**src/bss_defines.svh**
```systemverilog
// timing counts and reset values for the backup supply switchover block
`ifndef BSS_DEFINES_SVH
`define BSS_DEFINES_SVH
`define BSS_FILTER_SAMPLES 2
`define BSS_LOSS_FLAG_RESET 1'b1
`endif

```
**src/bss_pkg.sv**
```systemverilog
// types shared by the backup supply switchover block
package bss_pkg;
  typedef enum logic [1:0] {
    BSS_UNARMED,
    BSS_NORMAL,
    BSS_BACKUP
  } bss_mode_t;

  typedef struct packed {
    logic vddBelowBatHys;
    logic vddAboveBatHys;
    logic vddBelowTrip;
    logic vddAboveTripHys;
    logic vddPresent;
    logic batPresent;
  } bss_cmp_t;

  typedef struct packed {
    logic       alarmAct;
    logic       freqEn;
    logic [3:0] freqSel;
    logic       freqBatEn;
  } bss_ctl_t;
endpackage : bss_pkg

```
**src/bss_switchover.sv**
```systemverilog
// power mode control, bus gating and open-drain pins of the backup supply switchover
`timescale 1ns/1ps
`include "bss_defines.svh"
module bss_switchover #(
  parameter int FILTER_SAMPLES = `BSS_FILTER_SAMPLES
) (
  input  wire logic              mclk,
  input  wire logic              arst_n,
  input  wire logic              clkEn,
  input  wire bss_pkg::bss_cmp_t cmpIn,
  input  wire bss_pkg::bss_ctl_t ctl,
  input  wire logic              low_power_switch_select,
  input  wire logic              clockRegWrite,
  input  wire logic              lossFlagClear,
  input  wire logic [15:0]       xtalDiv,
  output logic                   backupMode,
  output logic                   batteryDraw,
  output logic                   trip_threshold_monitor_en,
  output logic                   busEnable,
  output logic                   timeRun,
  output logic                   total_power_loss_flag,
  output logic                   alarmIrq_o,
  output logic                   alarmIrq_oe,
  output logic                   freq_out_pin_o,
  output logic                   freq_out_pin_oe
);
  import bss_pkg::*;

  typedef struct packed {
    bss_cmp_t  s1;
    bss_cmp_t  s2;
    bss_mode_t mode;
    logic [3:0] agree;
    logic      lossFlag;
    logic      timeHold;
    logic      irqDrv;
    logic      fDrv;
  } bss_state_t;

  bss_state_t st;
  bss_state_t next_st;
  logic       wantBackup;
  logic       wantNormal;
  logic       pinsLive;
  logic       lost;

  // one more agreeing sample finishes the filter
  function automatic logic filterDone(input logic [3:0] agree);
    return (32'(agree) + 32'd1 >= 32'(FILTER_SAMPLES));
  endfunction : filterDone

  // entry and exit share one counter so both directions filter alike
  function automatic logic [3:0] nextAgree(input logic want, input logic [3:0] agree);
    if (!want || filterDone(agree)) begin
      return 4'h0;
    end
    return agree + 4'h1;
  endfunction : nextAgree

  always_comb begin
    // low power mode ignores the trip comparator entirely
    if (low_power_switch_select) begin
      wantBackup = st.s2.vddBelowBatHys;
    end else begin
      wantBackup = st.s2.vddBelowBatHys && st.s2.vddBelowTrip;
    end
    wantNormal = st.s2.vddAboveBatHys
                 || (!low_power_switch_select && st.s2.vddAboveTripHys);
  end

  always_comb begin
    next_st = st;
    next_st.s1 = cmpIn;
    next_st.s2 = st.s1;
    // both supplies gone counts as a fresh power-up, seen after the synchroniser
    lost = !st.s2.vddPresent && !st.s2.batPresent;
    if (clockRegWrite) begin
      next_st.timeHold = 1'b0;
    end
    if (lossFlagClear) begin
      next_st.lossFlag = 1'b0;
    end
    // set wins over a clear or a clock write in the same cycle
    if (lost) begin
      next_st.lossFlag = 1'b1;
      next_st.timeHold = 1'b1;
    end
    case (st.mode)
      BSS_UNARMED: begin
        // battery untouched until main supply seen once
        if (st.s2.vddPresent) begin
          next_st.mode = BSS_NORMAL;
        end
        next_st.agree = 4'h0;
      end
      BSS_NORMAL: begin
        next_st.agree = nextAgree(wantBackup, st.agree);
        if (wantBackup && filterDone(st.agree)) begin
          next_st.mode = BSS_BACKUP;
        end
      end
      BSS_BACKUP: begin
        next_st.agree = nextAgree(wantNormal, st.agree);
        if (wantNormal && filterDone(st.agree)) begin
          next_st.mode = BSS_NORMAL;
        end
      end
      default: next_st.mode = BSS_UNARMED;
    endcase
    // re-arm: battery stays untouched until main supply returns
    if (lost) begin
      next_st.mode  = BSS_UNARMED;
      next_st.agree = 4'h0;
    end
    // other pins keep working in backup when their enable allows
    pinsLive = (st.mode != BSS_BACKUP) || ctl.freqBatEn;
    next_st.irqDrv = ctl.alarmAct && !ctl.freqEn && pinsLive;
    next_st.fDrv   = ctl.freqEn && pinsLive && !xtalDiv[ctl.freqSel];
  end

  always_ff @(posedge mclk or negedge arst_n) begin
    if (!arst_n) begin
      st <= '{s1: '0, s2: '0, mode: BSS_UNARMED, agree: 4'h0,
              lossFlag: `BSS_LOSS_FLAG_RESET, timeHold: 1'b1,
              irqDrv: 1'b0, fDrv: 1'b0};
    end else if (clkEn) begin
      st <= next_st;
    end
  end

  assign backupMode                = (st.mode == BSS_BACKUP);
  assign batteryDraw               = (st.mode == BSS_BACKUP);
  assign trip_threshold_monitor_en = !low_power_switch_select;
  assign busEnable                 = (st.mode == BSS_NORMAL);
  assign timeRun                   = !st.timeHold;
  assign total_power_loss_flag     = st.lossFlag;
  assign alarmIrq_o                = 1'b0;
  assign alarmIrq_oe               = st.irqDrv;
  assign freq_out_pin_o            = 1'b0;
  assign freq_out_pin_oe           = st.fDrv;

  // mode control, bus gating and time run
  a_unarmed_no_draw: assert property (
    @(posedge mclk) disable iff (!arst_n)
    st.mode == BSS_UNARMED |-> !batteryDraw)
    else $error("battery drawn before arming");

  a_loss_rearms: assert property (
    @(posedge mclk) disable iff (!arst_n)
    clkEn && lost |=> !batteryDraw && !busEnable)
    else $error("still armed after total loss");

  a_backup_bus_off: assert property (
    @(posedge mclk) disable iff (!arst_n)
    backupMode |-> !busEnable)
    else $error("bus live in backup");

  a_time_keeps_run: assert property (
    @(posedge mclk) disable iff (!arst_n)
    timeRun && !lost |=> timeRun)
    else $error("time stopped without loss");

  a_enter_needs_cond: assert property (
    @(posedge mclk) disable iff (!arst_n)
    clkEn && st.mode == BSS_NORMAL && !wantBackup |=> !backupMode)
    else $error("backup entered without condition");

  a_leave_needs_cond: assert property (
    @(posedge mclk) disable iff (!arst_n)
    clkEn && backupMode && !wantNormal && !lost |=> backupMode)
    else $error("left backup early");

  a_lp_ignores_trip: assert property (
    @(posedge mclk) disable iff (!arst_n)
    low_power_switch_select |-> !trip_threshold_monitor_en)
    else $error("trip monitor on");

  a_filter_entry: assert property (
    @(posedge mclk) disable iff (!arst_n)
    $rose(backupMode) |-> $past(wantBackup) && (FILTER_SAMPLES < 2 || $past(wantBackup, 2)))
    else $error("unfiltered entry");

  a_frozen_hold: assert property (
    @(posedge mclk) disable iff (!arst_n)
    !clkEn |=> $stable(st))
    else $error("state moved while disabled");

  // power loss and time hold
  a_hold_until_write: assert property (
    @(posedge mclk) disable iff (!arst_n)
    !timeRun && !(clkEn && clockRegWrite) |=> !timeRun)
    else $error("time ran early");

  a_loss_flag_set: assert property (
    @(posedge mclk) disable iff (!arst_n)
    clkEn && lost |=> total_power_loss_flag && !timeRun)
    else $error("loss flag not set");

  // open-drain pins
  a_irq_open_drain: assert property (
    @(posedge mclk) disable iff (!arst_n)
    !alarmIrq_o && !freq_out_pin_o)
    else $error("open drain driven high");

  a_pins_off_backup: assert property (
    @(posedge mclk) disable iff (!arst_n)
    clkEn && backupMode && !ctl.freqBatEn |=> !alarmIrq_oe && !freq_out_pin_oe)
    else $error("pin live in backup while disabled");

  a_freq_blocks_alarm: assert property (
    @(posedge mclk) disable iff (!arst_n)
    clkEn && ctl.freqEn |=> !alarmIrq_oe)
    else $error("alarm pin live with frequency output on");

  a_alarm_follows_act: assert property (
    @(posedge mclk) disable iff (!arst_n)
    clkEn && ctl.alarmAct && !ctl.freqEn && !backupMode |=> alarmIrq_oe)
    else $error("alarm not pulled low");

  a_freq_follows_tap: assert property (
    @(posedge mclk) disable iff (!arst_n)
    clkEn && ctl.freqEn && !backupMode && !xtalDiv[ctl.freqSel] |=> freq_out_pin_oe)
    else $error("frequency pin missed low phase");

  c_enter_backup: cover property (@(posedge mclk) $rose(backupMode));
  c_leave_backup: cover property (@(posedge mclk) $fell(backupMode));
  c_lp_entry: cover property (@(posedge mclk) low_power_switch_select && $rose(backupMode));
  c_time_start: cover property (@(posedge mclk) $rose(timeRun));
  c_total_loss: cover property (@(posedge mclk) disable iff (!arst_n) clkEn && lost);
endmodule : bss_switchover

```
**config.mk**
```make
export PLATFORM = sky130hd
export DESIGN_NAME = bss_switchover
export DESIGN_NICKNAME = d
export VERILOG_FILES = /design/src/bss_pkg.sv /design/src/bss_switchover.sv
export VERILOG_INCLUDE_DIRS = /design/src
export SDC_FILE = /design/constraint.sdc
export NUM_CORES = 1
export LEC_CHECK = 0
export ABC_AREA = 1
export BUFFER_PORTS_ARGS = -buffer_cell sky130_fd_sc_hd__buf_4
export CORE_MARGIN = 2
export CORE_UTILIZATION = 25
export DETAILED_ROUTE_END_ITERATION = 8
export PLACE_DENSITY_LB_ADDON = 0.25
export SLEW_MARGIN = 10
export SYNTH_ARGS = -nofsm -noshare
export SYNTH_HDL_FRONTEND = slang
export SYNTH_SLANG_ARGS = --single-unit
```
**constraint.sdc**
```tcl
create_clock -name mclk -period 1.2 [get_ports mclk]
set_input_delay 0.12 -clock mclk [delete_from_list [all_inputs] [get_ports mclk]]
set_output_delay 0.12 -clock mclk [all_outputs]
set_load 0.01 [all_outputs]
```
# == Word level (Yosys, flattened, before mapping) ==
# Cells that the tools add are included.
# W data, S select, Z words.
# op_classes
order_cmp,2
add_sub_neg,2
mul,0
div,0
shifts,0
reduce_logical,29
n_bitwise,0
eq_ne,6
n_mux,20
# op_table
op,n
$mux W4,4
$pmux W4 S3,1
$logic_and A1 B1 Y1,9
$logic_not A1 Y1,8
$mux W1,8
$mux W2,4
$mux W6,1
$ne A3 B1 Y1 const B,2
$pmux W2 S3,1
$reduce_and A2 Y1,3
$add A4 B1 Y5 const B,1
$ge A5 B2 Y1 const B,1
$lt A4 B5 Y1 const B,1
$add A4 B1 Y4 const B,1
$bmux W1 S4,1
$logic_or A1 B1 Y1,4
$reduce_and A4 Y1,1
$reduce_bool A2 Y1,2
$reduce_bool A4 Y1,1
$ne A3 B3 Y1 const B,1
$eq A2 B1 Y1 const B,1
$eq A2 B2 Y1 const B,1
$logic_not A2 Y1,1
$ne A2 B2 Y1 const B,1
# word_totals
input_bits,35
mem_bits_rw,0
word_cells,77
out_inout_bits,10
register_bits,22
latchBits,0
n_memories,0
romBits,0

# == Longest topological paths before layout ==
# Gate-level depths: netlist (run 1).
# logic_depth
word_depth,10
mapped_depth,11
ltp_nobuf,11

# == Worst setup path before layout (run 1) ==
# OpenSTA, ideal clock, no wires.
# synth_timing
path_type,reg2reg
from,register st[4] (netlist name)
to,register st[8] (netlist name)
path_stages_with_launch,10
arrival_ns,1.148
synth_period_minus_slack_ns,1.265
n_path_buf,0
required_time_ns,1.083
path_slack_ns,-0.065
setup_time_ns,0.117
cell_sequence,dfrtp_1 > ha_1 > nand2_1 > nor2_1 > nand2_1 > nand2_1 > nand2_1 > nand3_2 > nand2_1 > nand2_1
# synth_via
elab_chain_len,5
word_cells_on_any_way,7
cone_classes,1 x add/sub; 1 x order compare; 2 x eq/ne; 3 x reduce/logical
# synth_lines
item,line,rtl
"start, declared",bss_switchover.sv:40,bss_state_t st;
"start signal, assigned",bss_switchover.sv:123,"st <= '{s1: '0, s2: '0, mode: BSS_UNARMED, agree: 4'h0,"
"start signal, assigned",bss_switchover.sv:127,st <= next_st;
$add A4 B1 Y5 (*),bss_switchover.sv:49,return (32'(agree) + 32'd1 >= 32'(FILTER_SAMPLES));
$ge A5 B2 Y1 (*),bss_switchover.sv:49,
"$logic_and A1 B1 Y1, on equally long branches","bss_switchover.sv:98, bss_switchover.sv:104",
$ne A3 B1 Y1 (no source line),-,
$reduce_and A4 Y1 (no source line) (*),-,
# Every way passes the cells marked *; elsewhere a longest branch is shown, timed or not.
# A chain may end at the register's enable or synchronous reset.

# == Worst setup path in the final report (run 1) ==
# layout_timing
from,register st[5] (netlist name)
to,register st[9] (netlist name)
# The elaborated chain is that of the path after synthesis.

==> reports/metrics.yaml, run 1 <==
finish:
  num_antenna_cells: 0
  final_common_cell: "nand2_1"
  layout-drive-gt1-share_pct: 40.25
  fin_util_pct: 39.54
  nets: 278
  final_cell_mix: "62 x nand2_1, 51 x buf_4, 19 x dfrtp_1"
  area_growth_pct: 54.59
sta:
  rsz0062_at_grt: "yes"
  hold_viol: 0
  setup_violations: 9
  maxSlewViolCount: 0
  setup_ws_ns: -0.1564
  fmax_mhz: 737.2
  fin_worst_skew_ns: 0.003871
  fin_crit_sh_pct: 113.0
  min_period_ns: 1.356
critical_path:
  r2r-start: "st[5]"
  crit_buf_inv: 1
  slowest_stage: "dfrtp_1"
  cp-startpoint: "st[5]"
  crit_family: "simple AND/OR/NAND/NOR gates"
  path_class: "reg -> reg"
  startpoint_type: "flip-flop"
  critPathArrivalTime_ns: 1.51
  critPathMostFrequentCell: "nand2_2"
  crit_chain: "inv_2, ha_4, nand2_2, nor2_2, nand2_2, nand2_1, nand2_2, nand4_1, nand2_1"
  r2r_setup_slack_ns: -0.16
  cp-end-kind: "flip-flop"
  crit_fanout: 3
  timing.rr.end: "st[9]"
  critPathMaxStageDelay_ns: 0.39
  r2r_cells: 9
  cp.required_ns: 1.36
outcome:
  violations: "negative setup slack"
  outcome: "complete, but fails checks"
synthesis:
  syn-instance-count: 178
  yosysUniqueCellTypes: 23
  seq_area_frac_synth_pct: 43.16
  synth_seq_cells: 22
  ys_warn_count: 0
  postSynthAreaPerCell_um2: 7.198
  syn_area_um2: 1281
power_and_ir_drop:
  cellLeakagePower_nw: 1.016
  p_total_mw: 2.893
  powerDensity_nw_per_um2: 1460
  irDropWorstVdd_uv: 725.8
placed_design:
  gp_congestion: 0.7614
  dp_hpwl_um: 2272
  io_buffer_count: 42
drt:
  via_per_inst: 4.039
  drtIter0Drc: 64
  wl_um: 3049
  firstDrtPassIters: 4
  wl_per_cell_um: 9.964
  postRouteAntennaNets: 0
  vias: 1236
  drcViolationCount: 0
cts:
  tritoncts: "done"
  root_buffer: "clkbuf_8"
  clk_transition_reported_paths_ns: 0.08
  cts.sinks: 22
  cts_made_buffers: 3
  htreeDepth: 1
  clk_latency_ns: 0.26
  clock_path_buffers: 2
die:
  fp.dieH_um: 75.59
  pin_count: 45
  die_area_um2: 5714
  fp.dieW_um: 75.59
  start_util_pct: 25.57
  num_rows: 26
  core_um2: 5010
min_path:
  min_to: "next_st[11]"
  whs_path_depth: 3
  holdCritStartpoint: "cmpIn[1]"
  hold_path.class: "in -> reg"
grt:
  track_usage_pct: 11.45
  grt_pass1_wl_um: 4995
  grt_pass1_vias: 1160
  grt_max_degree: 23
  grt.overflow.total: 0
  antenna_found_initial: 0
job:
  drv_cap: 0
==> kinds of logic after synthesis <==
logic type,after synthesis,share of synthesized area (%)
flops,22,43.16
simple gates,102,32.81
other cells,1,0.2927
fa+ha+maj,6,5.859
buf+inv,31,11.23
compound gates,16,6.641
==> how the worst max path moves through the flow <==
stage / endpoint / slack [ns] / cells after the start
6_report: st[9] / -0.16 / 9
3_5_place_dp: st[9] / -0.17 / 10
4_1_cts: busEnable / -0.15 / 4
2_1_floorplan: st[8] / -0.06 / 10
5_1_grt: st[4] / -0.26 / 6
3_3_place_gp: st[9] / -0.10 / 10
==> repair_timing <==
action | 4_1_cts | 5_1_grt
endpoints found under the setup margin | 10 | 10
resized for setup | 11 | 26
pin swaps | 6 | 10
buffers inserted | 3 | 2
hold endpoints to repair | 20 | 0
gates cloned | 0 | 0
hold buffers | 1 | 0
==> cell type report <==
class | count | area, um2
clock buffer | 3 | 41.29
clock inverter | 1 | 30.03
fill | 543 | 3029
inverter | 24 | 95.09
multi-input combinational | 126 | 689.4
sequential | 22 | 554.3
tap | 70 | 87.58
timing repair buffer | 60 | 483.0
==> stage by stage <==
step	hold WS [ns]	TNS [ns]	cell area (um2)	std cells	setup WS (ns)
floorplan	-0.1756	-0.1640	1287	179	-0.05823
CTS	0.04553	-0.9422	1874	304	-0.1513
detailed placement	0.03237	-0.4897	1732	296	-0.1673
finish	0.04765	-0.7610	1981	306	-0.1564
global placement	0.02928	-0.3008	1732	296	-0.1039
global route	0.05363	-1.556	1981	306	-0.2587
==> state kept, by name, indices dropped and copies added (netlist names) <==
signal,count
alarmIrq_oe,1
freq_out_pin_oe,1
next_st,6
st,13
total_power_loss_flag,1
==> layer usage <==
| layer | routed length (um) | global-route usage [%] |
|---|---|---|
| met1 | 1402 | 14.98 |
| met2 | 1537 | 19.71 |
| met3 | 88 | 2.646 |
| met4 | 20 | 1.754 |
| met5 | 0 | 0 |
==> worst min-delay path: stages <==
cell	delay [ns]
buf_4	0.07
nand2_1	0.04
nand2_1	0.05
==> where the power goes <==
part,switching (mW),leakage (nW),internal [mW]
Sequential,0.0780,0.276,0.846
Combinational,0.597,0.704,0.677
Clock,0.249,0.0357,0.445
==> cell usage after synthesis <==
library cell / count / area, um2
a21oi_1: 1 / 5.000
a21oi_2: 1 / 8.760
a31oi_1: 1 / 6.260
buf_2: 3 / 15.01
buf_4: 3 / 22.52
buf_6: 1 / 11.26
conb_1: 1 / 3.750
dfrtp_1: 20 / 500.5
dfstp_2: 2 / 52.55
ha_1: 6 / 75.07
inv_1: 22 / 82.58
inv_2: 1 / 3.750
inv_6: 1 / 8.760
nand2_1: 66 / 247.7
nand2_2: 3 / 18.77
nand3_1: 7 / 35.03
nand3_2: 1 / 10.01
nand4_1: 3 / 18.77
nor2_1: 18 / 67.56
nor2_2: 2 / 12.51
nor3_1: 2 / 10.01
o21ai_0: 8 / 40.04
o21ai_1: 5 / 25.02
Power figures use the tool's default switching activity.
==> run 2, diff against run 1 <==
CTS_BUF_LIST = sky130_fd_sc_hd__clkbuf_16   (was not set)
clock period = 1.5 ns   (was 1.2 ns; I/O delays follow)
==> run 2 against run 1 <==
Against the previous run:
- the run now ends clean
- utilization is 3.8 points lower
- sequential share of layout area is 3.0 points higher
- routed wire length is 4.4% lower
- combinational power is 51% lower
- worst setup slack better by 0.29 ns
- largest cell class unchanged
- clock-buffer cell count stayed put
- via count is 4.9% lower
- clock skew hardly changed
==> reports/metrics.yaml, run 2 (synthesis results as in run 1) <==
outcome:
  outcome: "completed"
drt:
  drtIter0Drc: 53
  postRouteAntennaNets: 0
  wl_um: 2914
  firstDrtPassIters: 4
  via_per_inst: 4.038
  vias: 1175
  drcViolationCount: 0
  wl_per_cell_um: 10.01
power_and_ir_drop:
  comb_power_share_pct: 29.5
  powerDensity_nw_per_um2: 1174
  switching_power_mw: 0.6175
  irDropWorstVdd_uv: 493.1
  cellLeakagePower_nw: 0.9401
  clkPwrFrac_pct: 35.5
  p_seq_share_pct: 35.0
  p_sw_share_pct: 29.38
  p_total_mw: 2.102
  power.internal_mw: 1.485
min_path:
  holdCritStartpoint: "cmpIn[3]"
  whs_path_depth: 3
  min_to: "next_st[13]"
  hold_path.class: "in -> reg"
finish:
  layout-drive-gt1-share_pct: 28.96
  area_growth_pct: 39.75
  final_cell_mix: "65 x nand2_1, 44 x buf_4, 22 x inv_1"
  seq_area_um2: 554.3
  nets: 263
  finalNonFillerCells: 291
  num_antenna_cells: 0
  final_common_cell: "nand2_1"
  multiInputGateArea_um2: 608.1
  largest_reg_flops: 13
  nFillCells: 554
  top_register: "st"
die:
  core_um2: 5010
  fp.dieH_um: 75.59
  fp.dieW_um: 75.59
  start_util_pct: 25.57
  pin_count: 45
  num_rows: 26
  die_area_um2: 5714
job:
  drv_cap: 0
critical_path:
  slowest_stage: "dfrtp_1"
  crit_fanout: 5
  cp-end-kind: "flip-flop"
  critPathMostFrequentCell: "inv_1"
  r2r-start: "st[8]"
  path_class: "reg -> reg"
  critPathArrivalTime_ns: 1.51
  startpoint_type: "flip-flop"
  r2r_setup_slack_ns: 0.14
  cp.required_ns: 1.65
  r2r_cells: 7
  critPathMaxStageDelay_ns: 0.41
  timing.rr.end: "st[8]"
  crit_chain: "inv_1, ha_1, inv_1, nor2_1, nand2_2, nand4_1, nand2_1"
placed_design:
  dp_cells: 285
  gp_congestion: 0.8050
  io_buffer_count: 42
  dp_hpwl_um: 2242
cts:
  tritoncts: "done"
  cts.sinks: 22
  clock_path_buffers: 2
  clk_transition_reported_paths_ns: 0.06
  cts_made_buffers: 3
  clk_latency_ns: 0.26
  htreeDepth: 1
  root_buffer: "clkbuf_16"
sta:
  rsz0062_at_grt: "yes"
  setup_violations: 0
  maxSlewViolCount: 0
  min_period_ns: 1.362
  hold_viol: 0
  fin_crit_sh_pct: 90.78
  fmax_mhz: 734.4
  fin_worst_skew_ns: 0.004036
grt:
  track_usage_pct: 11.35
  grt_pass1_wl_um: 4857
  antenna_found_initial: 0
  grt_pass1_vias: 1058
  grt_max_degree: 23
  grt.overflow.total: 0
run 2: cell count changes in the layout (fill, tap and decap cells not counted), moves of 4 or more:
cell	delta
buf_6	-8
nor2_1	+4
inv_1	+5
buf_4	-7
inv_2	-5
run 2: worst max-delay path by stage:
stage	startpoint	end	slack [ns]	depth (start not counted)
6_report	st[8]	st[8]	0.14	7
5_1_grt	st[5]	st[8]	-0.02	11
4_1_cts	st[5]	st[8]	0.11	10
3_5_place_dp	st[5]	st[8]	0.11	10
3_3_place_gp	st[5]	st[8]	0.14	10
2_1_floorplan	st[4]	st[8]	0.23	9
run 2: repair_timing:
action,CTS,global route
hold endpoints to repair,20,0
hold buffers,1,0
gates resized for setup,0,7
setup endpoints to repair,0,3
buffers inserted,0,1
run 2: cell type report:
type                    count  share of cell area, %
inverters                  24                  5.311
well taps                  70                  4.892
repair buffers             45                  19.01
multi-input cells         126                  33.96
clock buffers               3                  4.193
clock inverters             1                  1.677
flip-flops and latches     22                  30.96
run 2: critical path, delay by kind of cell (launching register included):
family        cells  cell delay (ns)
buf+inv           2             0.17
flops             1             0.41
simple gates      4             0.40
fa+ha+maj         1             0.26
run 2: power groups by stage:
stage / clock, mW / combinational [mW] / sequential (mW)
floorplan: 0 / 0.391 / 0.737
global placement: 0 / 0.610 / 0.738
detailed placement: 0 / 0.618 / 0.741
CTS: 0.772 / 0.622 / 0.731
global route: 0.796 / 0.711 / 0.746
finish: 0.747 / 0.620 / 0.735
run 2: metal layers:
| layer | vias up | track usage (%) | wire length [um] |
|---|---|---|---|
| li1 | 625 | - | - |
| met4 | 0 | 3.509 | 47 |
| met5 | - | 0 | 0 |
| met3 | 4 | 2.646 | 95 |
| met1 | 523 | 14.63 | 1356 |
| met2 | 23 | 18.94 | 1415 |
run 2: per-stage QoR:
step / utilization (%) / area (um2) / setup slack [ns] / hold slack, ns / TNS [ns]
5_1_grt: 35.74 / 1790 / -0.02424 / 0.09214 / -0.02867
4_1_cts: 35.16 / 1762 / 0.1083 / 0.08394 / 0
2_1_floorplan: - / 1285 / 0.2346 / -0.1456 / 0
6_report: 35.74 / 1790 / 0.1383 / 0.08646 / 0
3_5_place_dp: 32.87 / 1647 / 0.1124 / 0.06351 / 0
3_3_place_gp: 32.87 / 1647 / 0.1404 / 0.06394 / 0
==> run 3, diff against run 2 <==
GPL_TIMING_DRIVEN = 0   (was not set)
==> run 3 against run 2 <==
Against the previous run:
- non-clock buffer count up 5
- clock skew down 0.0027 ns
- flip-flop and latch count unchanged
- via count down 1.4%
- largest cell class unchanged
==> reports/metrics.yaml, run 3 (synthesis results as in run 1) <==
sta:
  min_period_ns: 1.385
  setup_violations: 0
  fin_crit_sh_pct: 92.34
  hold_viol: 0
  fmax_mhz: 722.0
  rsz0062_at_grt: "no"
  setup_tns_ns: 0
  fin_worst_skew_ns: 0.001342
  maxSlewViolCount: 0
drt:
  wl_per_cell_um: 9.446
  vias: 1158
  postRouteAntennaNets: 0
  drtIter0Drc: 61
  firstDrtPassIters: 4
  via_per_inst: 3.912
  drcViolationCount: 0
  wl_um: 2796
cts:
  clk_latency_ns: 0.25
  root_buffer: "clkbuf_16"
  cts_made_buffers: 3
  cts.sinks: 22
  htreeDepth: 1
  clock_path_buffers: 2
  clk_transition_reported_paths_ns: 0.06
  tritoncts: "done"
grt:
  grt_busiest_layer: "met2"
  grt_pass1_wl_um: 4892
  met3_usage_pct: 2.778
  grt_pass1_vias: 1130
  track_usage_pct: 11.28
  grt_util_met2_pct: 19.71
  globalRouteMet1Util_pct: 13.75
  grt_max_degree: 23
  antenna_found_initial: 0
  grt.overflow.total: 0
placed_design:
  io_buffer_count: 41
  gp_congestion: 0.8432
  dpl_cell_area_um2: 1680
  dp_cells: 290
  dp_hpwl_um: 2199
die:
  num_rows: 26
  pin_count: 45
  fp.dieH_um: 75.59
  start_util_pct: 25.57
  fp.dieW_um: 75.59
  core_um2: 5010
  die_area_um2: 5714
power_and_ir_drop:
  powerDensity_nw_per_um2: 1163
  p_total_mw: 2.125
  irDropWorstVdd_uv: 657.1
  cellLeakagePower_nw: 0.9661
critical_path:
  r2r_setup_slack_ns: 0.11
  r2r-start: "st[8]"
  timing.rr.end: "st[8]"
  cp.required_ns: 1.35
  cp-end-kind: "output port"
  critPathArrivalTime_ns: 1.24
  r2r_cells: 6
  cp-startpoint: "st[8]"
  crit_fanout: 5
  startpoint_type: "flip-flop"
  path_class: "reg -> out"
finish:
  finalNonFillerCells: 296
  nFillCells: 556
  fin_area_um2: 1827
  top_register: "st"
  area_growth_pct: 42.58
  layout-drive-gt1-share_pct: 31.42
  fin_util_pct: 36.46
  num_antenna_cells: 0
  nets: 268
  largest_reg_flops: 13
  final_common_cell: "nand2_1"
  final_cell_mix: "63 x nand2_1, 45 x buf_4, 21 x inv_1"
outcome:
  outcome: "completed"
min_path:
  hold_path.class: "in -> reg"
  whs_path_depth: 3
  holdCritStartpoint: "cmpIn[1]"
  min_to: "next_st[11]"
job:
  drv_cap: 0
-- run 3: routing by layer --
metal	vias to the layer above	wire, um
met5	-	0
met4	0	34
li1	633	-
met3	4	97
met1	503	1283
met2	18	1381
-- run 3: final cells by class --
class | count | area, um2 | area share (%)
well taps | 70 | 87.58 | 4.795
inverters | 24 | 95.09 | 5.205
clock buffers | 3 | 75.07 | 4.110
flip-flops and latches | 22 | 554.3 | 30.34
plain buffers | 7 | 48.80 | 2.671
repair buffers | 43 | 325.3 | 17.81
multi-input cells | 126 | 610.6 | 33.42
clock inverters | 1 | 30.03 | 1.644
-- run 3: worst max-delay path, cell delays in order, from the launching register on --
cell,delay [ns]
dfrtp_1,0.41
inv_1,0.10
ha_2,0.24
buf_4,0.12
buf_4,0.10
-- run 3: report_power, final --
group | internal [mW] | leakage [nW] | switching, mW | total (mW)
Combinational | 0.299 | 0.639 | 0.344 | 0.643
Sequential | 0.678 | 0.276 | 0.0574 | 0.736
Clock | 0.530 | 0.0511 | 0.216 | 0.746
Total | 1.51 | 0.966 | 0.617 | 2.12
-- run 3: worst max path at each step --
stage | end | slack, ns
CTS | batteryDraw | 0.03
finish | batteryDraw | 0.11
global route | st[8] | 0.01
global placement | freq_out_pin_oe | -0.02
floorplan | st[8] | 0.23
detailed placement | freq_out_pin_oe | -0.05
-- run 3: repair_timing --
item,4_1_cts,5_1_grt
cloned,0,0
hold endpoints to repair,20,0
resized for setup,1,7
endpoints found under the setup margin,1,4
pin swaps,0,4
buffers inserted,0,1
hold buffers,1,0
-- run 3: stage by stage --
step | setup slack, ns | hold WS (ns)
global route | 0.01406 | 0.08875
CTS | 0.03378 | 0.08798
finish | 0.1149 | 0.09110
detailed placement | -0.04719 | 0.05998
global placement | -0.01511 | 0.06119
floorplan | 0.2346 | -0.1456
